$ cat src/rtl/cicd_pkg.sv
// Functional notes
// RL1: split bit clear: end-of-interrupt drops and deactivates; deactivate register unusable.
// RL2: split bit set: end-of-interrupt only drops; deactivate register deactivates.
// RL3: split bit may be reads-one; one shared store with the secure split bit.
// RL4: request bypass passes when its disable bit is 0, blocked when 1; here blocked only when bits 8 and 6 are both 1.
// RL5: fast bypass passes when its disable bit is 0, blocked when 1; here blocked only when bits 7 and 5 are both 1.
// RL6: top bypass-off controls force disable bits to read one, writes ignored; here bit 5 follows the request control, not the fast one.
// RL7: os-level system-register access makes bypass disable bits ineffective.
// RL8: without legacy support bypass disable bits may read one, writes ignored.
// RL9: common binary point selects which binary point governs group 1.
// RL10: two-state nonsecure binary point read is secure plus one, saturated.
// RL11: fast-line select routes group 0 to fast line; group 1 always request line.
// RL12: two-state builds may make fast-line select read one.
// RL13: bit 1 enables group 1 signaling, bit 0 enables group 0 signaling.
// RL14: writable fields reset to zero; bit 2 and bits 31..10 reserved zero.
// RL15: split mode deactivate write deactivates the written identifier.
// RL16: deactivate writes act only when the governing split bit is set.
// RL17: deactivate writes with split bit clear are ignored; error may be raised.
// RL18: deactivate without end-of-interrupt leaves the active-priority bit set.
// RL19: identifier in bits 23..0, upper reserved; 1020..1023 are special.
// RL20: without affinity routing bits 23..13 zero; software interrupt source in 12..10.
// RL21: software avoids these registers when affinity routing is enabled.
// RL22: software uses deactivate register only without system-register access.
// RL23: reserved bits read zero and ignore writes.
package cicd_pkg;
  localparam logic [12:0] CTRL_OFFSET = 13'h0000;
  localparam logic [12:0] DEACT_OFFSET = 13'h1000;
  localparam int SPLIT_POS = 9;
  localparam int REQ_BYP_G1_POS = 8;
  localparam int FAST_BYP_G1_POS = 7;
  localparam int REQ_BYP_G0_POS = 6;
  localparam int FAST_BYP_G0_POS = 5;
  localparam int CBP_POS = 4;
  localparam int FAST_SEL_POS = 3;
  localparam int G1_ON_POS = 1;
  localparam int G0_ON_POS = 0;
  localparam logic [31:0] CTRL_WMASK = 32'h0000_03FB;
  localparam logic [31:0] CTRL_RESET = 32'h0000_0000;
  localparam int ID_W = 24;
  localparam logic [23:0] SPECIAL_FIRST = 24'h0003FC;
  localparam logic [23:0] SPECIAL_LAST = 24'h0003FF;
  localparam logic [2:0] BP_MAX = 3'h7;
endpackage : cicd_pkg

$ cat src/rtl/cicd_ctl_if.sv
interface cicd_ctl_if;
  logic [31:0] ctrl;
  logic split_on;
  modport owner (output ctrl, output split_on);
  modport user (input ctrl, input split_on);
endinterface : cicd_ctl_if

$ cat src/rtl/cicd_top.sv
module cicd_top #(
  parameter bit SPLIT_READS_ONE = 1'b0,
  parameter bit NO_LEGACY = 1'b0
) (
  input wire logic ref_clk,
  input wire logic rst,
  input wire logic reg_wr,
  input wire logic reg_rd,
  input wire logic [12:0] reg_addr,
  input wire logic [31:0] reg_wdata,
  output logic [31:0] reg_rdata,
  input wire logic top_sre_on,
  input wire logic os_sre_on,
  input wire logic top_req_bypass_off,
  input wire logic top_fast_bypass_off,
  input wire logic [2:0] binary_point_reg,
  input wire logic [2:0] aliased_binary_point_reg,
  input wire logic g0_pending,
  input wire logic g1_pending,
  input wire logic bypass_req,
  input wire logic bypass_fast,
  input wire logic eoi_wr,
  input wire logic [23:0] eoi_id,
  output logic req_line,
  output logic fast_interrupt_line,
  output logic [2:0] g0_preempt_split,
  output logic [2:0] g1_preempt_split,
  output logic drop_valid,
  output logic eoi_deact_valid,
  output logic [23:0] eoi_deact_id,
  output logic deact_valid,
  output logic [23:0] deact_id,
  output logic deact_err
);
  cicd_ctl_if ctl ();
  logic byp_req_s1, byp_req_s2, byp_fast_s1, byp_fast_s2;
  wire logic wr_ctrl = reg_wr && reg_addr == cicd_pkg::CTRL_OFFSET;
  wire logic wr_deact = reg_wr && reg_addr == cicd_pkg::DEACT_OFFSET;
  cicd_ctrl_regs #(.SPLIT_READS_ONE(SPLIT_READS_ONE), .NO_LEGACY(NO_LEGACY)) u_regs (
    .ref_clk(ref_clk),
    .rst(rst),
    .ctl(ctl),
    .wr_ctrl(wr_ctrl),
    .wdata(reg_wdata),
    .top_sre_on(top_sre_on),
    .top_req_bypass_off(top_req_bypass_off),
    .top_fast_bypass_off(top_fast_bypass_off)
  );
  cicd_deact u_deact (
    .ref_clk(ref_clk),
    .rst(rst),
    .ctl(ctl),
    .wr_deact(wr_deact),
    .wdata(reg_wdata),
    .deact_valid(deact_valid),
    .deact_id(deact_id),
    .deact_err(deact_err)
  );
  wire logic [31:0] c = ctl.ctrl;
  wire logic g0_on = c[cicd_pkg::G0_ON_POS]; // RL13
  wire logic g1_on = c[cicd_pkg::G1_ON_POS];
  // single security view: fast select stays writable, binary point is never incremented
  wire logic fast_sel = c[cicd_pkg::FAST_SEL_POS]; // RL12
  wire logic g0_sig = g0_on && g0_pending;
  wire logic g1_sig = g1_on && g1_pending;
  wire logic norm_req = g1_sig || (g0_sig && !fast_sel); // RL11
  wire logic norm_fast = g0_sig && fast_sel; // RL11
  // with fast routing off the fast path is never signaled, so bypass may use it
  wire logic req_sig_off = !(g0_on && !fast_sel) && !g1_on;
  wire logic fast_sig_off = !(g0_on && fast_sel);
  // os-level system-register access ignores the disable bits
  wire logic req_block = !os_sre_on &&
    c[cicd_pkg::REQ_BYP_G0_POS] && c[cicd_pkg::REQ_BYP_G1_POS]; // RL4 RL7
  wire logic fast_block = !os_sre_on &&
    c[cicd_pkg::FAST_BYP_G0_POS] && c[cicd_pkg::FAST_BYP_G1_POS]; // RL5 RL7
  wire logic next_req = norm_req || (req_sig_off && !req_block && byp_req_s2); // RL4
  wire logic next_fast = norm_fast || (fast_sig_off && !fast_block && byp_fast_s2); // RL5
  wire logic cbp = c[cicd_pkg::CBP_POS]; // RL9
  wire logic eoi_ok = eoi_wr && !(eoi_id >= cicd_pkg::SPECIAL_FIRST &&
    eoi_id <= cicd_pkg::SPECIAL_LAST);
  // bypass pins come from outside and are synchronised before use
  always_ff @(posedge ref_clk or posedge rst) begin
    if (rst) begin
      byp_req_s1 <= 1'b0;
      byp_req_s2 <= 1'b0;
      byp_fast_s1 <= 1'b0;
      byp_fast_s2 <= 1'b0;
    end else begin
      byp_req_s1 <= bypass_req;
      byp_req_s2 <= byp_req_s1;
      byp_fast_s1 <= bypass_fast;
      byp_fast_s2 <= byp_fast_s1;
    end
  end
  always_ff @(posedge ref_clk or posedge rst) begin
    if (rst) begin
      req_line <= 1'b0;
      fast_interrupt_line <= 1'b0;
      g0_preempt_split <= 3'h0;
      g1_preempt_split <= 3'h0;
      reg_rdata <= 32'h0000_0000;
    end else begin
      req_line <= next_req;
      fast_interrupt_line <= next_fast;
      g0_preempt_split <= binary_point_reg; // RL9
      g1_preempt_split <= cbp ? binary_point_reg : aliased_binary_point_reg; // RL9
      reg_rdata <= (reg_rd && reg_addr == cicd_pkg::CTRL_OFFSET) ? c : 32'h0000_0000; // RL23
    end
  end
  // end-of-interrupt with a non-special identifier: always drop, deactivate too only with split bit clear
  always_ff @(posedge ref_clk or posedge rst) begin
    if (rst) begin
      drop_valid <= 1'b0;
      eoi_deact_valid <= 1'b0;
      eoi_deact_id <= 24'h000000;
    end else begin
      drop_valid <= eoi_ok; // RL2 RL18
      eoi_deact_valid <= eoi_ok && !ctl.split_on; // RL1 RL2
      if (eoi_ok) begin
        eoi_deact_id <= eoi_id;
      end
    end
  end
  sp_a: assert property (@(posedge ref_clk) disable iff (rst)
    eoi_ok && ctl.split_on |=> drop_valid && !eoi_deact_valid) else $error("split eoi deact"); // RL2
  cb_a: assert property (@(posedge ref_clk) disable iff (rst)
    cbp |=> g1_preempt_split == $past(binary_point_reg)) else $error("common bp"); // RL9
  g1_a: assert property (@(posedge ref_clk) disable iff (rst)
    g1_sig && !g0_sig |=> req_line) else $error("group1 not on request line"); // RL11
  bk_a: assert property (@(posedge ref_clk) disable iff (rst)
    !g0_on && !g1_on && !os_sre_on && c[8] && c[6] |=> !req_line) else $error("bypass leak"); // RL4
endmodule : cicd_top

$ cat src/rtl/cicd_deact.sv
module cicd_deact (
  input wire logic ref_clk,
  input wire logic rst,
  cicd_ctl_if.user ctl,
  input wire logic wr_deact,
  input wire logic [31:0] wdata,
  output logic deact_valid,
  output logic [23:0] deact_id,
  output logic deact_err
);
  // source-interface bits 12..10 pass through untouched with the identifier
  wire logic [23:0] id = wdata[23:0]; // RL19 RL20
  // reserved identifiers never reach the active state, so they are dropped
  wire logic special = (id >= cicd_pkg::SPECIAL_FIRST) && (id <= cicd_pkg::SPECIAL_LAST);
  wire logic take = wr_deact && ctl.split_on && !special; // RL16 RL15
  wire logic bad = wr_deact && !ctl.split_on; // RL17 RL1
  always_ff @(posedge ref_clk or posedge rst) begin
    if (rst) begin
      deact_valid <= 1'b0;
      deact_id <= 24'h000000;
      deact_err <= 1'b0;
    end else begin
      deact_valid <= take;
      deact_err <= bad;
      if (take) begin
        deact_id <= id;
      end
    end
  end
  dv_a: assert property (@(posedge ref_clk) disable iff (rst)
    wr_deact && !ctl.split_on |=> !deact_valid && deact_err) else $error("ignored write acted"); // RL17
  dt_a: assert property (@(posedge ref_clk) disable iff (rst)
    take |=> deact_valid && deact_id == $past(wdata[23:0])) else $error("deactivate lost"); // RL15
endmodule : cicd_deact

$ cat src/rtl/cicd_ctrl_regs.sv
module cicd_ctrl_regs #(
  parameter bit SPLIT_READS_ONE = 1'b0,
  parameter bit NO_LEGACY = 1'b0
) (
  input wire logic ref_clk,
  input wire logic rst,
  cicd_ctl_if.owner ctl,
  input wire logic wr_ctrl,
  input wire logic [31:0] wdata,
  input wire logic top_sre_on,
  input wire logic top_req_bypass_off,
  input wire logic top_fast_bypass_off
);
  logic [31:0] store;
  logic [31:0] forced;
  always_comb begin
    forced = 32'h0000_0000;
    forced[cicd_pkg::SPLIT_POS] = SPLIT_READS_ONE; // RL3
    forced[cicd_pkg::REQ_BYP_G1_POS] = NO_LEGACY || (top_sre_on && top_req_bypass_off); // RL6 RL8
    forced[cicd_pkg::REQ_BYP_G0_POS] = NO_LEGACY || (top_sre_on && top_req_bypass_off);
    forced[cicd_pkg::FAST_BYP_G0_POS] = NO_LEGACY || (top_sre_on && top_req_bypass_off);
    forced[cicd_pkg::FAST_BYP_G1_POS] = NO_LEGACY || (top_sre_on && top_fast_bypass_off);
  end
  // single store: the split bit is also the secure split bit
  always_ff @(posedge ref_clk or posedge rst) begin
    if (rst) begin
      store <= cicd_pkg::CTRL_RESET; // RL14
    end else if (wr_ctrl) begin
      store <= (wdata & cicd_pkg::CTRL_WMASK & ~forced) | (store & forced); // RL23 RL6
    end
  end
  assign ctl.ctrl = (store & cicd_pkg::CTRL_WMASK) | forced; // RL23
  assign ctl.split_on = ctl.ctrl[cicd_pkg::SPLIT_POS]; // RL3
  fr_a: assert property (@(posedge ref_clk) disable iff (rst)
    top_sre_on && top_fast_bypass_off |-> ctl.ctrl[cicd_pkg::FAST_BYP_G1_POS]) else $error("bypass not forced"); // RL6
  rs_a: assert property (@(posedge ref_clk) disable iff (rst)
    ctl.ctrl[31:10] == 22'h0 && !ctl.ctrl[2]) else $error("reserved bit set"); // RL14
endmodule : cicd_ctrl_regs

$ cat config.mk
export PLATFORM = sky130hd
export DESIGN_NAME = cicd_top
export DESIGN_NICKNAME = d
export VERILOG_FILES = /design/src/rtl/cicd_pkg.sv /design/src/rtl/cicd_ctl_if.sv /design/src/rtl/cicd_top.sv /design/src/rtl/cicd_deact.sv /design/src/rtl/cicd_ctrl_regs.sv
export SDC_FILE = /design/constraint.sdc
export NUM_CORES = 1
export LEC_CHECK = 0
export BUFFER_PORTS_ARGS = -buffer_cell sky130_fd_sc_hd__buf_4
export CORE_MARGIN = 1.5
export CORE_UTILIZATION = 49
export CTS_CLUSTER_SIZE = 40
export DETAILED_ROUTE_END_ITERATION = 16
export GPL_TIMING_DRIVEN = 0
export PLACE_DENSITY = 0.86
export SYNTH_ARGS = -nofsm -noshare
export SYNTH_HDL_FRONTEND = slang
export SYNTH_SLANG_ARGS = --single-unit
export TNS_END_PERCENT = 20
$ cat constraint.sdc
create_clock -name ref_clk -period 5.05 [get_ports ref_clk]
set_input_delay 0.2525 -clock ref_clk [delete_from_list [all_inputs] [get_ports ref_clk]]
set_output_delay 0.2525 -clock ref_clk [all_outputs]
set_load 0.005 [all_outputs]
### Yosys cells after proc, flatten, opt, wreduce, memory -nomap -nowiden

Index checks and enable logic that the tools add are counted.

| storage, ports and cells | value |
|---|---|
| bits in registers | 128 |
| input bits | 88 |
| output and inout port bits | 92 |
| word-level logic and storage cells | 69 |

| cells by class | value |
|---|---|
| magnitude comparators | 4 |
| equal/unequal tests | 1 |
| muxes and demuxes | 2 |
| bitwise gates (word level) | 5 |
| reductions and logical operators | 41 |

Operators with widths:

| operator | count |
|---|---|
| 24-bit by 10-bit greater-or-equal comparator with 1-bit output (second input constant) | 2 |
| 24-bit by 10-bit less-or-equal comparator with 1-bit output (second input constant) | 2 |
| 10-bit by 32-bit bitwise AND with 32-bit output | 1 |
| 32-bit by 9-bit bitwise AND with 32-bit output | 1 |
| 32-bit two-way mux | 1 |
| 9-bit inverter with 32-bit output | 1 |
| 32-bit bitwise OR | 1 |
| 1-bit logical AND | 27 |
| 13-bit == test (second input constant) | 1 |
| 13-bit zero test | 1 |
| 1-bit zero test | 10 |
| 10-bit by 9-bit bitwise OR with 10-bit output | 1 |
| 1-bit logical OR | 3 |
| 3-bit two-way mux | 1 |

### Depth between registers and ports, before layout

Gate-level depths: netlist of run 1.

| depth | value |
|---|---|
| depth in word-level cells | 9 |
| mapped depth | 5 |
| gate-level depth less buffers | 4 |

### By module

From an unflattened synthesis of run 1, not the netlist that was laid out.

| unflattened totals | value |
|---|---|
| cell total of the unflattened synthesis | 289 |
| area total of the unflattened synthesis | 4139.0 um^2 |

By module, submodules not included:

| module | times used | cells each | area an instance (um^2) | sequential area each (um^2) |
|---|---|---|---|---|
| cicd_top | 1 | 169 | 2476.1 | 1751.7 |
| cicd_deact | 1 | 64 | 1039.7 | 650.6 |
| cicd_ctrl_regs | 1 | 56 | 623.1 | 225.2 |

### Worst setup path after synthesis of run 1

OpenSTA, ideal clock, no wires.

| timing | value |
|---|---|
| path kind | input port to flip-flop |
| start | input eoi_id[22] |
| end | register eoi_deact_id[0] |
| setup time | 0.125 ns |
| arrival time | 1.877 ns |
| data required time | 4.925 ns |
| path slack | 3.048 ns |
| cell stages on the path | 4 |
| buffers on the path | 1 |
| path through | or4_1 o41ai_4 buf_6 mux2_2 |

| on the way | value |
|---|---|
| longest elaborated chain between the ends | 4 |
| elaborated cells on any way between the ends | 5 |
| those cells by class | 2 x order compare; 3 x reduce/logical |

RTL lines:

| element | RTL line | RTL |
|---|---|---|
| from (decl) | cicd_top.sv:23 | `input wire logic [23:0] eoi_id,` |
| 24-bit by 10-bit greater-or-equal comparator with 1-bit output or 24-bit by 10-bit less-or-equal comparator with 1-bit output (tied branches) | cicd_top.sv:79, cicd_top.sv:80 |  |
| 1-bit logical AND (*) | cicd_top.sv:79 | `wire logic eoi_ok = eoi_wr && !(eoi_id >= cicd_pkg::SPECIAL_FIRST &&` |
| 1-bit zero test (*) | cicd_top.sv:79 |  |
| 1-bit logical AND (*) | cicd_top.sv:79 |  |
| to (signal assigned) | cicd_top.sv:120 | `eoi_deact_id <= eoi_id;` |
| to (decl) | cicd_top.sv:30 | `output logic [23:0] eoi_deact_id,` |

Mark *: on every way between the ends. The rest lies on a longest branch, timed or not.
A chain may end at the register's enable or synchronous reset.

### Worst setup path after layout of run 1

| timing | value |
|---|---|
| start | input eoi_id[22] |
| end | register eoi_deact_id[7] |

The elaborated chain is that of the path after synthesis.

==> results of run 1 <==
-- metrics by stage --
stage | power (mW) | area (um2) | setup WS (ns) | util [%]
6_report | 1.38 | 5030 | 3.12 | 74.0
5_1_grt | 1.44 | 5030 | 3.05 | 74.0
4_1_cts | 1.39 | 5030 | 3.12 | 74.0
3_5_place_dp | 0.876 | 4790 | 2.75 | 70.5
3_3_place_gp | 0.866 | 4760 | 1.80 | 70.1
2_1_floorplan | 0.768 | 3540 | 2.69 | -
-- area by class of cell --
class / instances / area, um2
buffer: 28 / 221
clock buffer: 12 / 145
clock inverter: 4 / 75.1
fill: 469 / 1760
inverter: 2 / 10.0
multi-input combinational: 141 / 1250
sequential: 82 / 2050
tap: 96 / 120
timing repair buffer: 150 / 1150
-- flip-flops by register name, indices dropped and copies added, names as in the netlist, named ones only --
signal               count
u_regs.store             5
reg_rdata                9
byp_req_s1               1
g1_preempt_split         3
fast_interrupt_line      1
eoi_deact_id            24
u_deact.deact_valid      1
byp_fast_s1              1
g0_preempt_split         3
eoi_deact_valid          1
byp_fast_s2              1
byp_req_s2               1
req_line                 1
u_deact.deact_err        1
drop_valid               1
u_deact.deact_id        24
-- critical path, stage by stage --
cell	delay [ns]
buf_4	0.11
or4_1	0.57
o41ai_4	0.62
buf_6	0.24
mux2_2	0.35
-- worst paths after layout --
check / slack (ns) / to / cells after the start / from
max: 3.12 / eoi_deact_id[7] / 5 / eoi_id[22]
min: 0.02 / g0_preempt_split[1] / 1 / binary_point_reg[1]
max reg2reg: 3.70 / u_deact.deact_id[11] / 3 / u_regs.store[9]
min reg2reg: 0.35 / byp_req_s2 / 0 / byp_req_s1
max in group asynchronous: 4.03 / byp_fast_s1 / 4 / rst
min in group asynchronous: 0.42 / eoi_deact_id[15] / 3 / rst
-- synth_stat cells, drive strengths merged (2+ instances only) --
cell	n
or4	5
and3	5
nand3	4
nor4	6
inv	2
nor4b	2
dfrtp	82
nor2	6
nor2b	2
a21oi	5
nand4	2
mux2	60
buf	27
o311ai	2
nand2	9
nor3	2
-- routing by layer --
metal / global-route usage, % / part of all wire, % / vias to the layer above
met5: 0 / 0 / -
met4: 10.3 / 2.3 / 0
met3: 4.17 / 5.7 / 15
met2: 38.5 / 54 / 102
met1: 25.2 / 38 / 1208
li1: - / - / 1147
-- power by group through the flow --
stage               clock (mW)  sequential (mW)  combinational [mW]
finish                   0.517            0.693               0.171
global placement             0            0.704               0.162
CTS                      0.525            0.693               0.172
floorplan                    0            0.707              0.0609
detailed placement           0            0.706               0.170
global route             0.556            0.695               0.186
-- logic make-up after synthesis --
family	count (synthesis)	share of synthesized area (%)
AO/OA/AOI/OAI	12	3.37
buffers and inverters	30	6.63
flip-flops	82	59.4
multiplexers	60	21.7
other	1	0.109
AND/OR/NAND/NOR	46	8.73
-- what timing repair did --
action / in CTS / in global routing
endpoints found under the hold margin: 24 / 0
setup buffers: 0 / 0
endpoints found under the setup margin: 0 / 0
hold buffers: 2 / 0
==> summary.md, run 1 <==
| Metric | Value |
|---|---|
| Share of layout cells above drive strength 1 | 59.9% |
| Vias | 2472 |
| Final Hold Fails | 0 |
| Sink Count | 82 |
| Largest net degree at the start of global routing | 60 |
| Area contributors post-synth | dfrtp_1, mux2_2, mux2_4, buf_4, mux2_1 |
| Fmax | 518 MHz |
| Worst-margin pin slew | 0.631 ns |
| Top cell type's share of synthesized area | 59.4% |
| Clk pin slew, worst setup/hold paths | 0.08 ns |
| Initial antenna violation count | 0 |
| Hpwl dp | 6250 um |
| Register area share after synthesis | 59.4% |
| GR Overflow Total | 0 |
| Residual DRC | 0 |
| DRT antenna net count | 0 |
| DRT Pass-1 Iters | 4 |
| Core area | 0.00679 mm2 |
| Fin Clk Skew | 0.00598 ns |
| Post-synthesis instance total | 231 |
| Peak VDD IR | 0.141 mV |
| Number of synthesized flops with an enable pin | 0 |
| Final #Nets | 502 |
| Final Non-Filler Cells | 515 |
| Yosys cell types | 32 |
| Asr flop ratio synth | 100% |
| Unrepaired setup endpoints after global routing | false |
| Clock Path Buffers | 2 |
| CP Launch Type | input pin |
| Die area | 0.00756 mm2 |
| Status | finished clean |
| Commonest non-fill, non-tap cell in the layout | buf_4 |
| Setup TNS Final | 0 ns |
| Final Max Slew Viols | 0 |
| H-tree lvl count | 3 |
| Clock Latency Late Sink | 0.34 ns |
| Drt total wl | 8020 um |
| Most frequent cells in the layout | buf_4, dfrtp_1, mux2_2 |
| Critical path arrival | 2.15 ns |
| Initial core utilization | 50.8% |
| Top FF cell, synth | dfrtp_1 |
| Mean area per synthesized cell | 14.9 um2 |
| N_diodes | 0 |
| Worst hold slack | 0.0234 ns |
| Int Pwr | 1.08 mW |
| Sw Ratio | 21.9% |
| Area Overhead vs Synth | 45.7% |
| Endpoints failing setup | 0 |
| Crit Path Category | in -> reg |
| FP Rows | 30 |
| Die width | 87.0 um |
| Max_cap viols | 0 |
| WL per Instance | 15.6 um |
| CP endpoint kind | flop |
| Die Ht | 87.0 um |
| Top Ports | 180 |
| CTS tree | yes |
| Gpl congestion | 0.860 |
| CTS Root Cell | clkbuf_8 |
| Gate power share | 12.4% |
| Synth area leader | dfrtp_1 |
| First-pass GRT wire length | 12400 um |
| Fin crit share | 38.2% |
| Register share of total power | 50.2% |
| Clk pwr share | 37.4% |
| Fin crit period | 1.93 ns |
| Crit Path Max Fanout | 10 |
| Warnings, synthesis | 0 |
| Placed Cells | 497 |
| IO buf count | 147 |
| Vias in the first global route | 2554 |
| DR vias/cell | 4.80 |
| Leak Pwr | 2.65 nW |
| PD cells | 275 mW/mm2 |
| Hold Path Class | in -> reg |
| Worst Path Required | 5.27 ns |
| Max_slew headroom | 57.8% |
| Post-synthesis sequential element count | 82 |
| Switching power | 302 uW |
| DR iter-0 viols | 111 |
| GRT Total Usage | 21.7% |
| Resized cells post-CTS | 0 |
| CTS buffer count | 9 |
| Mapped cell area | 0.00345 mm2 |
Power figures use the tool's default switching activity.
==> run 2, diff against run 1 <==
--- a/config.mk
+++ b/config.mk
@@ -7,11 +7,11 @@
 export LEC_CHECK = 0
 export BUFFER_PORTS_ARGS = -buffer_cell sky130_fd_sc_hd__buf_4
 export CORE_MARGIN = 1.5
-export CORE_UTILIZATION = 49
+export CORE_UTILIZATION = 41
 export CTS_CLUSTER_SIZE = 40
 export DETAILED_ROUTE_END_ITERATION = 16
 export GPL_TIMING_DRIVEN = 0
-export PLACE_DENSITY = 0.86
+export PLACE_DENSITY = 0.77
 export SYNTH_ARGS = -nofsm -noshare
 export SYNTH_HDL_FRONTEND = slang
 export SYNTH_SLANG_ARGS = --single-unit
==> constraint.sdc (replaced) <==
create_clock -name ref_clk -period 1.6 [get_ports ref_clk]
set_input_delay 0.08 -clock ref_clk [delete_from_list [all_inputs] [get_ports ref_clk]]
set_output_delay 0.08 -clock ref_clk [all_outputs]
set_load 0.005 [all_outputs]
==> run 2 against run 1 <==
- the run now ends with setup timing left
- global-route usage down 0.68 points
- cell area is 13% higher
- utilization fell by 4.2 points
- combinational power increased to 4.0 times the previous value
- count of clock-buffer cells in the layout fell by 1
- cell count grew 15%
- worst hold slack better by 0.012 ns
- die area rose by 19%
- register-to-register slack lost 3.4 ns
- sequential cell count unchanged
- total power grew to 3.1 times the previous value
- first-iteration DRC count shrank 68%
- critical path type unchanged
- largest cell class unchanged
==> summary.md, run 2 (synthesis gave the netlist of run 1 again) <==
| Metric | Value |
|---|---|
| Register share of total power | 51.8% |
| Pre-CTS setup slack | -0.558 ns |
| Met1 global-route usage | 25.3% |
| Clk pwr share | 32.2% |
| Sink Count | 82 |
| Unrepaired setup endpoints after global routing | true |
| Leak Pwr | 2.93 nW |
| Fin crit period | 1.60 ns |
| Vias in the first global route | 2853 |
| Area Overhead vs Synth | 65.2% |
| Clock Latency Late Sink | 0.34 ns |
| N_diodes | 0 |
| DR iter-0 viols | 35 |
| CP Launch Type | input pin |
| Clk pin slew, worst setup/hold paths | 0.08 ns |
| H-tree lvl count | 3 |
| CP most frequent cell | buf_4 |
| Drt total wl | 9390 um |
| Clock Path Buffers | 2 |
| Residual DRC | 0 |
| Critical path's largest stage delay | 0.53 ns |
| Final Hold Fails | 0 |
| Hold Path Class | in -> reg |
| Hpwl dp | 6160 um |
| Crit Path Category | in -> reg |
| Worst Path Required | 1.83 ns |
| WL per Instance | 15.9 um |
| Switching power | 1.00 mW |
| Share of layout cells above drive strength 1 | 54.7% |
| Die width | 94.8 um |
| Bufs and invs on worst path | 4 |
| Worst hold slack | 0.0350 ns |
| Critical Path Slowest Stage Cell | dlygate4sd3_1 |
| Commonest non-fill, non-tap cell in the layout | buf_4 |
| Max_cap viols | 0 |
| Fin Clk Skew | 0.0110 ns |
| Final Max Slew Viols | 0 |
| Core area | 0.00818 mm2 |
| DR vias/cell | 4.69 |
| DRT Pass-1 Iters | 6 |
| Critical path cell sequence | dlygate4sd3_1 -> buf_4 -> o41ai_4 -> buf_4 -> clkbuf_4 -> mux2_2 |
| Initial core utilization | 42.2% |
| Status | finished with violations |
| Fmax | 625 MHz |
| CTS tree | yes |
| Failing checks | setup timing |
| Peak VDD IR | 0.399 mV |
| FP Rows | 33 |
| CP endpoint kind | flop |
| Biggest regs | eoi_deact_id: 24 flops, u_deact.deact_id: 24 flops, reg_rdata: 9 flops |
| Worst Slack Setup Final | -0.00122 ns |
| Gate power share | 16.0% |
| Final Non-Filler Cells | 591 |
| Gpl congestion | 0.804 |
| DRT antenna net count | 0 |
| IO buf count | 147 |
| Die Ht | 94.8 um |
| Grt met2 use | 35.5% |
| Placed Cells | 507 |
| Die area | 0.00898 mm2 |
| Met3 Usage GRT | 5.39% |
| CTS buffer count | 9 |
| Top Ports | 180 |
| Delay-heaviest family, CP | buffers and inverters |
| Int Pwr | 3.23 mW |
| Critical path arrival | 1.83 ns |
| PD cells | 741 mW/mm2 |
| Most frequent cells in the layout | buf_4, dfrtp_1, dlygate4sd3_1 |
| First-pass GRT wire length | 14200 um |
| Sw Ratio | 23.7% |
| GR Overflow Total | 0 |
| GRT Total Usage | 21.0% |
| Largest net degree at the start of global routing | 39 |
| CTS Root Cell | clkbuf_8 |
| Vias | 2770 |
| Endpoints failing setup | 1 |
| Initial antenna violation count | 0 |
| Fin crit share | 100% |
| Crit Path Max Fanout | 5 |
| Final #Nets | 570 |
| Gr busiest metal | met2 |
==> run 2: cell type report <==
| cell class | count | area [um2] |
|---|---|---|
| Buffer | 28 | 221 |
| Sequential cell | 82 | 2050 |
| Clock inverter | 4 | 27.5 |
| Fill cell | 582 | 2470 |
| Tap cell | 105 | 131 |
| Timing Repair Buffer | 218 | 1830 |
| Multi-Input combinational cell | 141 | 1280 |
| Inverter | 2 | 11.3 |
| Clock buffer | 11 | 151 |
==> run 2: repair_timing <==
item | CTS | global route
buffers inserted | 2 | 4
gates cloned | 0 | 1
setup endpoints to repair | 52 | 52
resized for setup | 5 | 5
hold endpoints to repair | 83 | 3
hold buffers | 59 | 3
pin swaps | 4 | 4
==> run 2: power groups by stage <==
stage                     clock (mW)  combinational (mW)  sequential [mW]
final                           1.36               0.678             2.19
after global routing            1.50               0.737             2.20
after CTS                       1.40               0.656             2.19
after detailed placement           0               0.536             2.23
after global placement             0               0.513             2.22
after floorplan                    0               0.193             2.23
==> run 2: per-layer routing <==
| metal | wire length, um | vias to the layer above |
|---|---|---|
| met5 | 0 | - |
| met4 | 181 | 0 |
| met3 | 594 | 16 |
| met2 | 4820 | 113 |
| met1 | 3790 | 1357 |
| li1 | - | 1284 |
==> run 2: worst min-delay path: cells and delay by family <==
| family | cells | cell delay [ns] |
|---|---|---|
| AOI/OAI and AO/OA | 1 | 0.06 |
| buffers and inverters | 1 | 0.11 |
| and+or+nand+nor | 1 | 0.08 |
==> run 2: metrics by stage <==
| stage | utilization, % | power, mW | cell area, um2 | TNS [ns] |
|---|---|---|---|---|
| after global routing | 69.8 | 4.43 | 5710 | -0.213 |
| after CTS | 68.8 | 4.25 | 5620 | -0.00229 |
| final | 69.8 | 4.23 | 5710 | -0.00122 |
| after detailed placement | 58.9 | 2.77 | 4810 | -26.01 |
| after floorplan | - | 2.42 | 3540 | -8.02 |
| after global placement | 58.4 | 2.74 | 4770 | -24.16 |
==> run 2: final timing paths <==
| kind | from | end | slack (ns) | cells after the start |
|---|---|---|---|---|
| worst min register to register | byp_req_s1 | byp_req_s2 | 0.36 | 0 |
| min in group asynchronous | rst | drop_valid | 0.31 | 3 |
| worst max-delay path | eoi_id[21] | eoi_deact_id[2] | -0.001 | 6 |
| worst min-delay path | top_req_bypass_off | reg_rdata[5] | 0.04 | 3 |
| worst max register to register | u_regs.store[9] | u_deact.deact_id[8] | 0.26 | 3 |
| max in group asynchronous | rst | async pin | 0.75 | 4 |
